**config.mk**
```make
export PLATFORM = sky130hd
export DESIGN_NAME = dpr_top
export DESIGN_NICKNAME = d
export VERILOG_FILES = /design/src/hdl/dpr_sync.v /design/src/hdl/dpr_edge.v /design/src/hdl/dpr_top.v
export VERILOG_INCLUDE_DIRS = /design/src /design/src/pkg
export SDC_FILE = /design/constraint.sdc
export NUM_CORES = 1
export LEC_CHECK = 0
export ABC_AREA = 1
export BUFFER_PORTS_ARGS = -buffer_cell sky130_fd_sc_hd__buf_4
export CAP_MARGIN = 5
export CORE_MARGIN = 4
export CORE_UTILIZATION = 30
export CTS_BUF_LIST = sky130_fd_sc_hd__clkbuf_4 sky130_fd_sc_hd__clkbuf_8
export CTS_CLUSTER_SIZE = 20
export DETAILED_ROUTE_END_ITERATION = 6
export PLACE_DENSITY = 0.48
export SYNTH_ARGS = -nofsm -noshare
export SYNTH_HDL_FRONTEND = slang
export SYNTH_SLANG_ARGS = --single-unit
```
**constraint.sdc**
```tcl
create_clock -name core_clk -period 4.6 [get_ports core_clk]
set_input_delay 0.46 -clock core_clk [delete_from_list [all_inputs] [get_ports core_clk]]
set_output_delay 0.46 -clock core_clk [all_outputs]
set_load 0.02 [all_outputs]
```
**src/pkg/dpr_map.vh**
```
// Constants and register map of the day performance register pair
`ifndef DPR_MAP_VH
`define DPR_MAP_VH
`define DPR_ADDR_CTRL 8'h00
`define DPR_ADDR_STATUS 8'h04
`define DPR_ADDR_CUR_COUNT 8'h08
`define DPR_ADDR_CUR_SECS 8'h0c
`define DPR_ADDR_REC_COUNT 8'h10
`define DPR_ADDR_REC_SECS 8'h14
`define DPR_ADDR_REC_STAMP 8'h18
`define DPR_ADDR_NOW_STAMP 8'h1c
`define DPR_CTRL_ENABLE 0
`define DPR_CTRL_LOSS 1
`define DPR_CTRL_PRESET 2
`define DPR_CTRL_OUTSIDE 3
`define DPR_STAT_CUR_DOUBT 0
`define DPR_STAT_REC_DOUBT 1
`define DPR_STAT_ENABLE 2
`define DPR_NOMINAL_SECS 17'd86400
`define DPR_TOLERANCE_SECS 17'd10
`define DPR_SECS_MAX 17'h1ffff
`define DPR_REC_DOUBT_INIT 1'b1
`define DPR_STAMP_INIT 32'h0000_0000
`define DPR_RESP_OKAY 2'b00
`define DPR_RESP_SLVERR 2'b10
`endif

```
**src/hdl/dpr_sync.v**
```verilog
// Two-stage synchroniser for pin-level inputs
`timescale 1ns/1ps
module dpr_sync #(
    parameter WIDTH = 1
) (
    input wire core_clk,
    input wire rst_b,
    input wire [WIDTH-1:0] async_in,
    output reg [WIDTH-1:0] sync_out
);
    reg [WIDTH-1:0] stage1;

    always @(posedge core_clk or negedge rst_b) begin
        if (!rst_b) begin
            stage1 <= {WIDTH{1'b0}};
            sync_out <= {WIDTH{1'b0}};
        end else begin
            stage1 <= async_in;
            sync_out <= stage1;
        end
    end
endmodule // dpr_sync

```
**src/hdl/dpr_edge.v**
```verilog
// Rising-edge detector producing one-cycle pulses
`timescale 1ns/1ps
module dpr_edge #(
    parameter WIDTH = 1
) (
    input wire core_clk,
    input wire rst_b,
    input wire [WIDTH-1:0] level_in,
    output reg [WIDTH-1:0] rise_pulse
);
    reg [WIDTH-1:0] last;

    always @(posedge core_clk or negedge rst_b) begin
        if (!rst_b) begin
            last <= {WIDTH{1'b0}};
            rise_pulse <= {WIDTH{1'b0}};
        end else begin
            last <= level_in;
            rise_pulse <= level_in & ~last;
        end
    end
endmodule // dpr_edge

```
**src/hdl/dpr_top.v**
```verilog
// Current and recent 24-hour performance register pair with AXI4-Lite access
//
// Our own choices: the register offsets and the AXI4-Lite slave port.
`timescale 1ns/1ps
`include "dpr_map.vh"
module dpr_top (
    input wire core_clk,
    input wire rst_b,
    input wire monitor_second_tick,
    input wire day_period_tick,
    input wire time_preset,
    input wire preset_outside,
    input wire data_loss,
    input wire event_second,
    input wire [31:0] element_time_of_day,
    input wire [31:0] s_axi_awaddr,
    input wire s_axi_awvalid,
    output reg s_axi_awready,
    input wire [31:0] s_axi_wdata,
    input wire [3:0] s_axi_wstrb,
    input wire s_axi_wvalid,
    output reg s_axi_wready,
    output reg [1:0] s_axi_bresp,
    output reg s_axi_bvalid,
    input wire s_axi_bready,
    input wire [31:0] s_axi_araddr,
    input wire s_axi_arvalid,
    output reg s_axi_arready,
    output reg [31:0] s_axi_rdata,
    output reg [1:0] s_axi_rresp,
    output reg s_axi_rvalid,
    input wire s_axi_rready,
    output reg [31:0] recent_day_count,
    output reg data_doubt_indicator,
    output reg [16:0] seconds_processed
);

    ////////////////////////////////////////////////////////////////////////////////
    // Pin synchronisation and event pulses

    wire [5:0] pins_sync;
    wire [37:0] stamp_sync_bus;
    wire [5:0] pin_rise;
    wire sec_pulse;
    wire day_pulse;
    wire preset_pulse;
    wire outside_pulse;
    wire loss_pulse;
    wire evt_pulse;

    dpr_sync #(.WIDTH(38)) u_sync (
        .core_clk(core_clk),
        .rst_b(rst_b),
        .async_in({element_time_of_day, event_second, data_loss, preset_outside,
                   time_preset, day_period_tick, monitor_second_tick}),
        .sync_out(stamp_sync_bus)
    );

    assign pins_sync = stamp_sync_bus[5:0];

    dpr_edge #(.WIDTH(6)) u_edge (
        .core_clk(core_clk),
        .rst_b(rst_b),
        .level_in(pins_sync),
        .rise_pulse(pin_rise)
    );

    assign sec_pulse = pin_rise[0];
    assign day_pulse = pin_rise[1];
    assign preset_pulse = pin_rise[2];
    assign outside_pulse = pin_rise[3];
    assign loss_pulse = pin_rise[4];
    assign evt_pulse = pin_rise[5];

    ////////////////////////////////////////////////////////////////////////////////
    // Time-of-day capture

    // Word crosses bit by bit; only a value seen twice in a row is trusted
    reg [31:0] stamp_prev;
    reg [31:0] stamp_stable;

    always @(posedge core_clk or negedge rst_b) begin
        if (!rst_b) begin
            stamp_prev <= `DPR_STAMP_INIT;
            stamp_stable <= `DPR_STAMP_INIT;
        end else begin
            stamp_prev <= stamp_sync_bus[37:6];
            if (stamp_prev == stamp_sync_bus[37:6])
                stamp_stable <= stamp_prev;
        end
    end

    ////////////////////////////////////////////////////////////////////////////////
    // Helpers

    function [16:0] sat_inc;
        input [16:0] value;
        begin
            if (value == `DPR_SECS_MAX)
                sat_inc = value;
            else
                sat_inc = value + 17'd1;
        end
    endfunction

    function [31:0] cnt_inc;
        input [31:0] value;
        begin
            if (value == 32'hffff_ffff)
                cnt_inc = value;
            else
                cnt_inc = value + 32'h0000_0001;
        end
    endfunction

    // Deviation check against the nominal day length
    function off_nominal;
        input [16:0] secs;
        begin
            off_nominal = (secs > (`DPR_NOMINAL_SECS + `DPR_TOLERANCE_SECS)) ||
                          (secs < (`DPR_NOMINAL_SECS - `DPR_TOLERANCE_SECS));
        end
    endfunction

    ////////////////////////////////////////////////////////////////////////////////
    // Control register

    reg [0:0] ctrl;
    reg enable_d;
    wire processing;
    wire start_proc;
    wire sw_loss;
    wire sw_preset;
    wire sw_outside;

    assign processing = ctrl[`DPR_CTRL_ENABLE];
    assign start_proc = processing & ~enable_d;

    ////////////////////////////////////////////////////////////////////////////////
    // Current register

    reg [31:0] cur_count;
    reg [16:0] cur_secs;
    reg cur_doubt;
    reg [31:0] rec_stamp;
    wire end_period;
    wire preset_any;
    wire outside_any;
    wire loss_any;

    assign preset_any = preset_pulse | sw_preset;
    assign outside_any = outside_pulse | sw_outside;
    assign loss_any = loss_pulse | sw_loss;
    // Period ends on the day tick or a clock jump outside the interval
    assign end_period = processing & (day_pulse | (preset_any & outside_any));

    always @(posedge core_clk or negedge rst_b) begin
        if (!rst_b) begin
            cur_count <= 32'h0000_0000;
            cur_secs <= 17'h00000;
            cur_doubt <= 1'b0;
            enable_d <= 1'b0;
        end else begin
            enable_d <= processing;
            if (start_proc) begin
                cur_count <= 32'h0000_0000;
                cur_secs <= 17'h00000;
                cur_doubt <= 1'b0;
            end else if (end_period) begin
                // Fresh period after transfer
                cur_count <= 32'h0000_0000;
                cur_secs <= 17'h00000;
                // Loss in the closing cycle belongs to the new day: set wins
                cur_doubt <= loss_any;
            end else if (processing) begin
                if (sec_pulse)
                    cur_secs <= sat_inc(cur_secs);
                if (evt_pulse)
                    cur_count <= cnt_inc(cur_count);
                // Large clock preset inside the interval still marks the day
                if (loss_any || preset_any)
                    cur_doubt <= 1'b1;
            end
        end
    end

    ////////////////////////////////////////////////////////////////////////////////
    // Recent register

    always @(posedge core_clk or negedge rst_b) begin
        if (!rst_b) begin
            recent_day_count <= 32'h0000_0000;
            seconds_processed <= 17'h00000;
            data_doubt_indicator <= `DPR_REC_DOUBT_INIT;
            rec_stamp <= `DPR_STAMP_INIT;
        end else if (start_proc) begin
            recent_day_count <= 32'h0000_0000;
            seconds_processed <= 17'h00000;
            data_doubt_indicator <= `DPR_REC_DOUBT_INIT;
            rec_stamp <= `DPR_STAMP_INIT;
        end else if (end_period) begin
            // Old contents overwritten in one step; elapsed check on final count
            recent_day_count <= cur_count;
            seconds_processed <= cur_secs;
            data_doubt_indicator <= cur_doubt | off_nominal(cur_secs);
            // Stamp taken only at transfer, so a later preset inside the interval cannot touch it
            rec_stamp <= stamp_stable;
        end
    end

    ////////////////////////////////////////////////////////////////////////////////
    // AXI4-Lite write channel

    reg [7:0] wr_addr;
    reg [31:0] wr_data;
    reg [3:0] wr_strb;
    reg have_aw;
    reg have_w;
    reg [2:0] pulse_bits;
    wire wr_fire;

    assign wr_fire = have_aw & have_w & ~s_axi_bvalid;
    assign sw_loss = pulse_bits[0];
    assign sw_preset = pulse_bits[1];
    assign sw_outside = pulse_bits[2];

    always @(posedge core_clk or negedge rst_b) begin
        if (!rst_b) begin
            s_axi_awready <= 1'b0;
            s_axi_wready <= 1'b0;
            s_axi_bvalid <= 1'b0;
            s_axi_bresp <= `DPR_RESP_OKAY;
            have_aw <= 1'b0;
            have_w <= 1'b0;
            wr_addr <= 8'h00;
            wr_data <= 32'h0000_0000;
            wr_strb <= 4'h0;
            ctrl <= 1'b0;
            pulse_bits <= 3'b000;
        end else begin
            pulse_bits <= 3'b000;
            s_axi_awready <= ~have_aw & ~s_axi_awready;
            s_axi_wready <= ~have_w & ~s_axi_wready;
            if (s_axi_awvalid && s_axi_awready) begin
                have_aw <= 1'b1;
                wr_addr <= s_axi_awaddr[7:0];
                s_axi_awready <= 1'b0;
            end
            if (s_axi_wvalid && s_axi_wready) begin
                have_w <= 1'b1;
                wr_data <= s_axi_wdata;
                wr_strb <= s_axi_wstrb;
                s_axi_wready <= 1'b0;
            end
            if (wr_fire) begin
                have_aw <= 1'b0;
                have_w <= 1'b0;
                s_axi_bvalid <= 1'b1;
                if (wr_addr == `DPR_ADDR_CTRL) begin
                    s_axi_bresp <= `DPR_RESP_OKAY;
                    if (wr_strb[0]) begin
                        ctrl[`DPR_CTRL_ENABLE] <= wr_data[`DPR_CTRL_ENABLE];
                        pulse_bits <= {wr_data[`DPR_CTRL_OUTSIDE], wr_data[`DPR_CTRL_PRESET],
                                       wr_data[`DPR_CTRL_LOSS]};
                    end
                end else if (wr_addr[7:5] == 3'b000 && wr_addr[1:0] == 2'b00) begin
                    s_axi_bresp <= `DPR_RESP_OKAY;
                end else begin
                    s_axi_bresp <= `DPR_RESP_SLVERR;
                end
            end
            if (s_axi_bvalid && s_axi_bready)
                s_axi_bvalid <= 1'b0;
        end
    end

    ////////////////////////////////////////////////////////////////////////////////
    // AXI4-Lite read channel

    always @(posedge core_clk or negedge rst_b) begin
        if (!rst_b) begin
            s_axi_arready <= 1'b0;
            s_axi_rvalid <= 1'b0;
            s_axi_rdata <= 32'h0000_0000;
            s_axi_rresp <= `DPR_RESP_OKAY;
        end else begin
            s_axi_arready <= ~s_axi_rvalid & ~s_axi_arready & ~s_axi_arvalid ? 1'b1 :
                             (~s_axi_rvalid & ~s_axi_arready);
            if (s_axi_arvalid && s_axi_arready) begin
                s_axi_arready <= 1'b0;
                s_axi_rvalid <= 1'b1;
                s_axi_rresp <= `DPR_RESP_OKAY;
                case (s_axi_araddr[7:0])
                    `DPR_ADDR_CTRL: s_axi_rdata <= {28'h0000000, 3'b000, ctrl[`DPR_CTRL_ENABLE]};
                    `DPR_ADDR_STATUS: s_axi_rdata <= {29'h00000000, processing,
                                                      data_doubt_indicator, cur_doubt};
                    `DPR_ADDR_CUR_COUNT: s_axi_rdata <= cur_count;
                    `DPR_ADDR_CUR_SECS: s_axi_rdata <= {15'h0000, cur_secs};
                    `DPR_ADDR_REC_COUNT: s_axi_rdata <= recent_day_count;
                    `DPR_ADDR_REC_SECS: s_axi_rdata <= {15'h0000, seconds_processed};
                    `DPR_ADDR_REC_STAMP: s_axi_rdata <= rec_stamp;
                    `DPR_ADDR_NOW_STAMP: s_axi_rdata <= stamp_stable;
                    default: begin
                        s_axi_rdata <= 32'h0000_0000;
                        s_axi_rresp <= `DPR_RESP_SLVERR;
                    end
                endcase
            end
            if (s_axi_rvalid && s_axi_rready) begin
                s_axi_rvalid <= 1'b0;
                s_axi_arready <= 1'b0;
            end
        end
    end
endmodule // dpr_top

```
==> results of run 1 <==
-- flip-flops by register name, indices dropped and copies added (netlist names), 4 cells and up --
signal and flops:
u_edge.last 6, rec_stamp 32, u_edge.rise_pulse 6, recent_day_count 32, s_axi_rdata 32, wr_data 4, cur_count 32, u_sync.stage1 38
u_sync.sync_out 38, wr_addr 8, stamp_stable 32, cur_secs 17, seconds_processed 17, stamp_prev 32
-- layer usage --
metal,track usage,wire [µm]
met4,0.0469,1150
met2,0.272,20700
met1,0.225,19800
met5,0,0
met3,0.0432,2910
-- where the power goes --
| part | leakage [nW] | internal, W | switching, W |
|---|---|---|---|
| clock | 0.672 | 0.00166 | 0.00129 |
| sequential | 4.47 | 0.00320 | 0.000152 |
| combinational | 3.61 | 0.000267 | 0.000633 |
-- critical path: cells and delay by family, from the launching register on --
family | cells | cell delay, ps
compound gates | 1 | 70
flops | 1 | 500
buf+inv | 2 | 280
fa+ha+maj | 2 | 450
simple gates | 8 | 1490
-- area by class of cell --
type,instances,area (µm²),area share
Clock buffer,92,1160,0.0630
Clock inverter,11,111,0.00605
Inverter,162,608,0.0330
Multi-Input combinational cell,1158,5250,0.285
Sequential cell,343,8580,0.466
Tap cell,664,831,0.0451
Timing Repair Buffer,227,1870,0.102
-- path summary, 6_finish.rpt --
path	end	from	slack, ps
max	cur_secs[0]	cur_secs[0]	1700
min reg2reg	u_sync.sync_out[22]	u_sync.stage1[22]	340
max in group asynchronous	cur_secs[6]	rst_b	3120
max reg2reg	cur_secs[0]	cur_secs[0]	1700
min in group asynchronous	u_sync.stage1[28]	rst_b	340
min	wr_strb[0]	s_axi_wvalid	60
-- through the flow --
stage          instances  area (µm²)  power (W)
2_1_floorplan       1731       14800    0.00387
4_1_cts             2657       18400    0.00735
3_5_place_dp        2500       16600    0.00429
6_report            2657       18400    0.00721
5_1_grt             2657       18400    0.00758
3_3_place_gp        2500       16600    0.00427
-- synth_stat cells (all sizes together) --
cell    count
clkbuf     36
nand3b      1
a21oi      11
nor4        3
nor4b       1
or2         2
and2        1
nor2      164
o21ai     149
ha          4
inv       160
clkinv      2
conb        1
dfstp       1
dfrtp     342
nor3       15
nand2     577
nand3     129
nand4       7
o22ai      36
xor2       12
xnor2      29
o21bai      1
a21o        1
buf        32
a311oi      1
a32o       12
-- kinds of logic after synthesis --
kind of cell | count (synthesis)
buf+inv | 230
xor+xnor | 41
compound gates | 211
fa+ha+maj | 4
flops | 343
other cells | 1
simple gates | 900
-- what timing repair did --
action,4_1_cts,5_1_grt
hold buffers,54,0
buffers inserted,0,0
endpoints found under the hold margin,133,0
setup endpoints to repair,0,0
resized for setup,0,0
==> results by group, run 1 <==
Run status
  – Status: completed

Clock network
  – Clk slew on worst S/H paths: 60 ps
  – CTS tree: done
  – CTS HTree Levels: 2
  – Worst skew pair latency: 680 ps
  – Clk buf depth: 3
  – # clock sinks: 343
  – Inserted Clock Buffers: 60
  – Root Buffer: clkbuf_8

Critical path
  – CP cell instances: ha_1 -> inv_1 -> nor3_1 -> and2_1 -> nand3_1 -> nor4_1 -> ha_1 -> nor2_1 -> nand2_1 -> nand2_2 -> inv_1 -> nand2_1 -> o21ai_0
  – Critical path capture point type: flip-flop
  – Worst Setup Path Type: flip-flop to flip-flop
  – Worst r2r path cells: 13
  – Type of origin of the critical path: flip-flop
  – Maximum net fanout on the critical path: 25
  – Worst Path Arrival: 3470 ps
  – Worst path slowest cell: dfrtp_1
  – Largest stage delay on the critical path: 500 ps
  – CP Data Required Time: 5170 ps

Routing
  – Post-route DRC: 0
  – DRT antenna net count: 0
  – Wire per inst: 16.8 µm
  – Iteration-0 DRC Markers: 910
  – DRT Pass-1 Iters: 5
  – Routed vias: 12132
  – Via density: 4.57
  – DRT Wirelength: 44600 µm

Yosys
  – Mapped Avg Cell Area: 8.53 µm²
  – Library cells used by synthesis: 38
  – Post-synthesis compound-gate area fraction: 0.0793
  – Register area share after synthesis: 0.582
  – Number of synthesized register bits: 343
  – Main combinational cell family by area after synthesis: simple AND/OR/NAND/NOR gates
  – Post-synthesis xor/xnor area fraction: 0.0243
  – Post-Synth Adder-Cell Area: 0.00339
  – Simple-gate portion of the synthesized area: 0.248
  – Top cell type's share of synthesized area: 0.580
  – Synth Instances: 1730
  – Top area cells in the synthesized netlist: dfrtp_1, nand2_1, nand3_1
  – Multiplexer share of the synthesized area: 0
  – Area leader, netlist: dfrtp_1
  – Total number of yosys warnings: 0
  – Mapped cell area: 14800 µm²

STA
  – Fin crit period: 2900 ps
  – Final hold slack: 62.9 ps
  – Rel. slew slack: 0.326
  – Setup ws final: 1700 ps
  – Slew Limit Fails: 0
  – Part of the cycle the worst path needs: 0.631
  – Highest clock rate: 345 MHz
  – Setup Skew: 35.3 ps
  – Final Hold Viols: 0
  – Transition time of the tightest slew-check pin: 1010 ps
  – Final setup TNS: 0 ps
  – Final setup violating endpoints: 0
  – RSZ-0062 raised after global routing: no

Global route
  – Vias in the first global route: 12505
  – Total Routing Usage GR: 0.168
  – Overflow after GRT: 0
  – First-pass GRT wire length: 70600 µm
  – Initial antenna violation count: 1
  – Largest net degree at the start of global routing: 123

Power
  – Leakage power: 8.75 nW
  – Worst VDD drop: 0.214 mV
  – Pwr per Cell Area: 391 nW/µm²

Floorplan
  – Core Area: 48700 µm²
  – Die span in x: 230 µm
  – Row count: 81
  – Die Height: 230 µm
  – Initial Util: 0.303
  – Ports: 236
  – Die area: 52800 µm²

Layout
  – Most common cell after layout, fill and taps aside: nand2_1
  – Final Util: 0.378
  – Syn-to-layout area delta: 24.8%
  – Layout cell share with drive strength beyond 1: 0.152
  – N_diodes: 0
  – Final net count: 2101
  – Commonest cells after routing, fill and taps aside: nand2_1, dfrtp_1, buf_4
  – # fillers: 5071

Worst hold path
  – Hold Crit Class: primary input to flip-flop
  – Hold Crit Depth: 4

Place
  – DP Worst Slack: 1690 ps
  – Buffers on Ports: 154
  – Dpl hpwl: 30700 µm
  – Routability congestion estimate: 0.883

Run
  – Number of max-cap violations: 0
Note: power is estimated with default switching activity, not from simulation.
==> inputs of run 2 (changes only) <==
Settings changed: ABC_AREA 1 to 0.
Clock period 4.6 ns to 2.7 ns, I/O delays scaled along.
==> results by group, run 2 <==
Run status
  – Status: completed

Global route
  – Total Routing Usage GR: 0.164 (-0.00375)
  – Initial antenna violation count: 2 (+1)
  – Largest net degree at the start of global routing: 76 (-38%)
  – First-pass GRT wire length: 61300 µm (-13%)
  – Overflow after GRT: 0 (unchanged)
  – Vias in the first global route: 10121 (-19%)

Yosys
  – Multiplexer share of the synthesized area: 0.0476 (+0.0476)
  – Main combinational cell family by area after synthesis: compound AO/OA/AOI/OAI gates
  – Mapped cell area: 13500 µm² (-8.4%)
  – Post-synthesis xor/xnor area fraction: 0.0304 (+0.00611)
  – Area leader, netlist: dfrtp_1
  – Library cells used by synthesis: 62 (+63%)
  – Number of synthesized register bits: 343 (unchanged)
  – Post-synthesis compound-gate area fraction: 0.147 (+0.0681)
  – Top area cells in the synthesized netlist: dfrtp_1, a22o_1, mux2_2
  – Simple-gate portion of the synthesized area: 0.111 (-0.136)
  – Share of synthesized flip-flops with an asynchronous set or reset: 1.00 (unchanged)
  – Mapped Avg Cell Area: 12.5 µm² (+46%)
  – Register area share after synthesis: 0.635 (+0.0531)
  – Synth Instances: 1083 (-37%)
  – Post-Synth Adder-Cell Area: 0.00370 (+0.000310)
  – Top FF cell, synth: dfrtp_1
  – Number of synthesized flops with an enable pin: 0 (unchanged)
  – Top cell type's share of synthesized area: 0.633 (+0.0529)
  – Post-synth top cells: dfrtp_1, nand2_1, a22o_1, a22oi_1
  – Total number of yosys warnings: 0 (unchanged)
  – Most common cell in the netlist: dfrtp_1

Routing
  – DRT Pass-1 Iters: 6 (+1)
  – DRT antenna net count: 0 (unchanged)
  – Iteration-0 DRC Markers: 654 (-28%)
  – Wire per inst: 20.2 µm (+20%)
  – Routed vias: 9776 (-19%)
  – Via density: 5.00 (+9.4%)
  – Post-route DRC: 0 (unchanged)
  – DRT Wirelength: 39600 µm (-11%)

Clock network
  – Worst skew pair latency: 650 ps (-30 ps)
  – Clk slew on worst S/H paths: 60 ps (about the same)
  – CTS resizes: 0 (unchanged)
  – # clock sinks: 343 (unchanged)
  – CTS tree: done
  – Clk buf depth: 3 (unchanged)
  – Root Buffer: clkbuf_8
  – Inserted Clock Buffers: 59 (-1.7%)
  – CTS HTree Levels: 2 (unchanged)

Worst hold path
  – Hold Crit Class: primary input to flip-flop

Layout
  – Top flop regs: u_sync.stage1: 38 flops, u_sync.sync_out: 38 flops
  – Final Instance Area: 17300 µm² (-5.9%)
  – Final Util: 0.390 (+0.0124)
  – Most common cell after layout, fill and taps aside: dfrtp_1
  – Finished Layout Cells: 1957 (-26%)
  – Syn-to-layout area delta: 28.1%
  – Commonest cells after routing, fill and taps aside: dfrtp_1, buf_4, clkbuf_8
  – # fillers: 4274 (-16%)
  – Layout cell share with drive strength beyond 1: 0.263 (+0.111)
  – Final net count: 1470 (-30%)

Critical path
  – Maximum net fanout on the critical path: 8 (-68%)
  – CP Data Required Time: 3230 ps (-1940 ps)
  – Type of origin of the critical path: flip-flop
  – Worst Path Arrival: 2890 ps (-580 ps)
  – Worst Setup Path Type: flip-flop to flip-flop
  – Critical path capture point type: flip-flop

Power
  – Pwr per Cell Area: 707 nW/µm² (+81%)
  – Worst VDD drop: 0.531 mV (+150%)
  – Leakage power: 7.84 nW (-10%)

STA
  – Part of the cycle the worst path needs: 0.875 (+0.245)
  – Transition time of the tightest slew-check pin: 807 ps (-202 ps)
  – Final setup violating endpoints: 0 (unchanged)
  – Setup Skew: 22.1 ps (-13.2 ps)
  – Final setup TNS: 0 ps (unchanged)
  – Fin crit period: 2360 ps (-537 ps)
  – Rel. slew slack: 0.457 (+0.131)
  – Slew Limit Fails: 0 (unchanged)
  – Final Hold Viols: 0 (unchanged)
  – Final hold slack: 171 ps (+109 ps)
  – Highest clock rate: 423 MHz (+23%)
  – RSZ-0062 raised after global routing: no

Place
  – Dpl cells: 1798 (-28%)
  – Routability congestion estimate: 0.795 (-9.9%)
  – Dpl hpwl: 27200 µm (-11%)
  – Buffers on Ports: 154 (unchanged)
  – Post-DP Area: 15500 µm² (-6.6%)

Floorplan
  – Die span in x: 220 µm (-4.1%)
  – Initial Util: 0.305 (+0.00174)
  – Core Area: 44400 µm² (-8.9%)
  – Die area: 48500 µm² (-8.1%)
  – Row count: 77 (-4.9%)
  – Ports: 236 (unchanged)
  – Die Height: 220 µm (-4.1%)

Run
  – Number of max-cap violations: 0 (unchanged)
-- run 2: cell types whose count changed in the layout (fill, tap and decap cells not counted), sizes merged, moves of 47 or more --
| cell | before | now |
|---|---|---|
| a22o | 0 | 72 |
| a22oi | 0 | 54 |
| inv | 162 | 9 |
| mux2 | 0 | 47 |
| nand2 | 577 | 78 |
| nand3 | 129 | 24 |
| nor2 | 164 | 48 |
| o21ai | 149 | 32 |
-- run 2: through the flow --
step                setup WS [ps]  power (W)
global placement              391    0.00732
finish                        336     0.0122
global route                  117     0.0129
detailed placement            387    0.00735
floorplan                     553    0.00657
CTS                           376     0.0125
-- run 2: power by group --
group	internal, W	leakage (nW)	switching [W]
clock	0.00282	0.684	0.00214
sequential	0.00554	4.44	0.000288
combinational	0.000629	2.72	0.000828
-- run 2: final timing paths --
| kind | start | endpoint | slack, ps | cells after the start |
|---|---|---|---|---|
| max in group asynchronous | rst_b | u_sync.stage1[11] | 1590 | 3 |
| worst max register to register | cur_secs[0] | cur_secs[5] | 340 | 9 |
| min in group asynchronous | rst_b | u_sync.sync_out[34] | 200 | 2 |
| worst min register to register | u_sync.stage1[6] | u_sync.sync_out[6] | 340 | 0 |
| worst min-delay path | s_axi_wvalid | have_w | 170 | 3 |
| worst max-delay path | cur_secs[0] | cur_secs[5] | 340 | 9 |
-- run 2: final cells by class --
cell class                 instances  area [µm²]  share of cell area
sequential                       343        8580               0.495
multi-input combinational        666        4640               0.268
timing repair buffer             245        2070               0.119
clock buffer                      94        1200              0.0692
tap                              592         741              0.0427
clock inverter                    10        73.8             0.00426
inverter                           6        22.5             0.00130
antenna                            1        2.50            0.000144
-- run 2: cells by family after synthesis --
group           after synthesis
flops                       343
xor+xnor                     47
simple gates                277
buf+inv                      75
mux                          56
other cells                   1
compound gates              280
fa+ha+maj                     4
-- run 2: repair_timing --
| item | in CTS | in global routing |
|---|---|---|
| hold buffers | 54 | 0 |
| hold endpoints to repair | 120 | 0 |
| setup buffers | 0 | 0 |
-- run 2: per-layer routing --
layer  routed length, µm  share of wire  track usage
met3                2600          0.066       0.0405
met1               17700           0.45        0.222
met5                   0              0            0
met4                1000          0.025       0.0584
met2               18300           0.46        0.258
-- run 2: critical path, cell delays in order, from the launching register on --
cell and delay [ps]:
dfrtp_1 510, ha_1 290, nand3_1 100, nor4_1 50
ha_1 190, and3b_1 420, and3_1 330, nand4_1 140
xor2_1 160, nor2_1 60
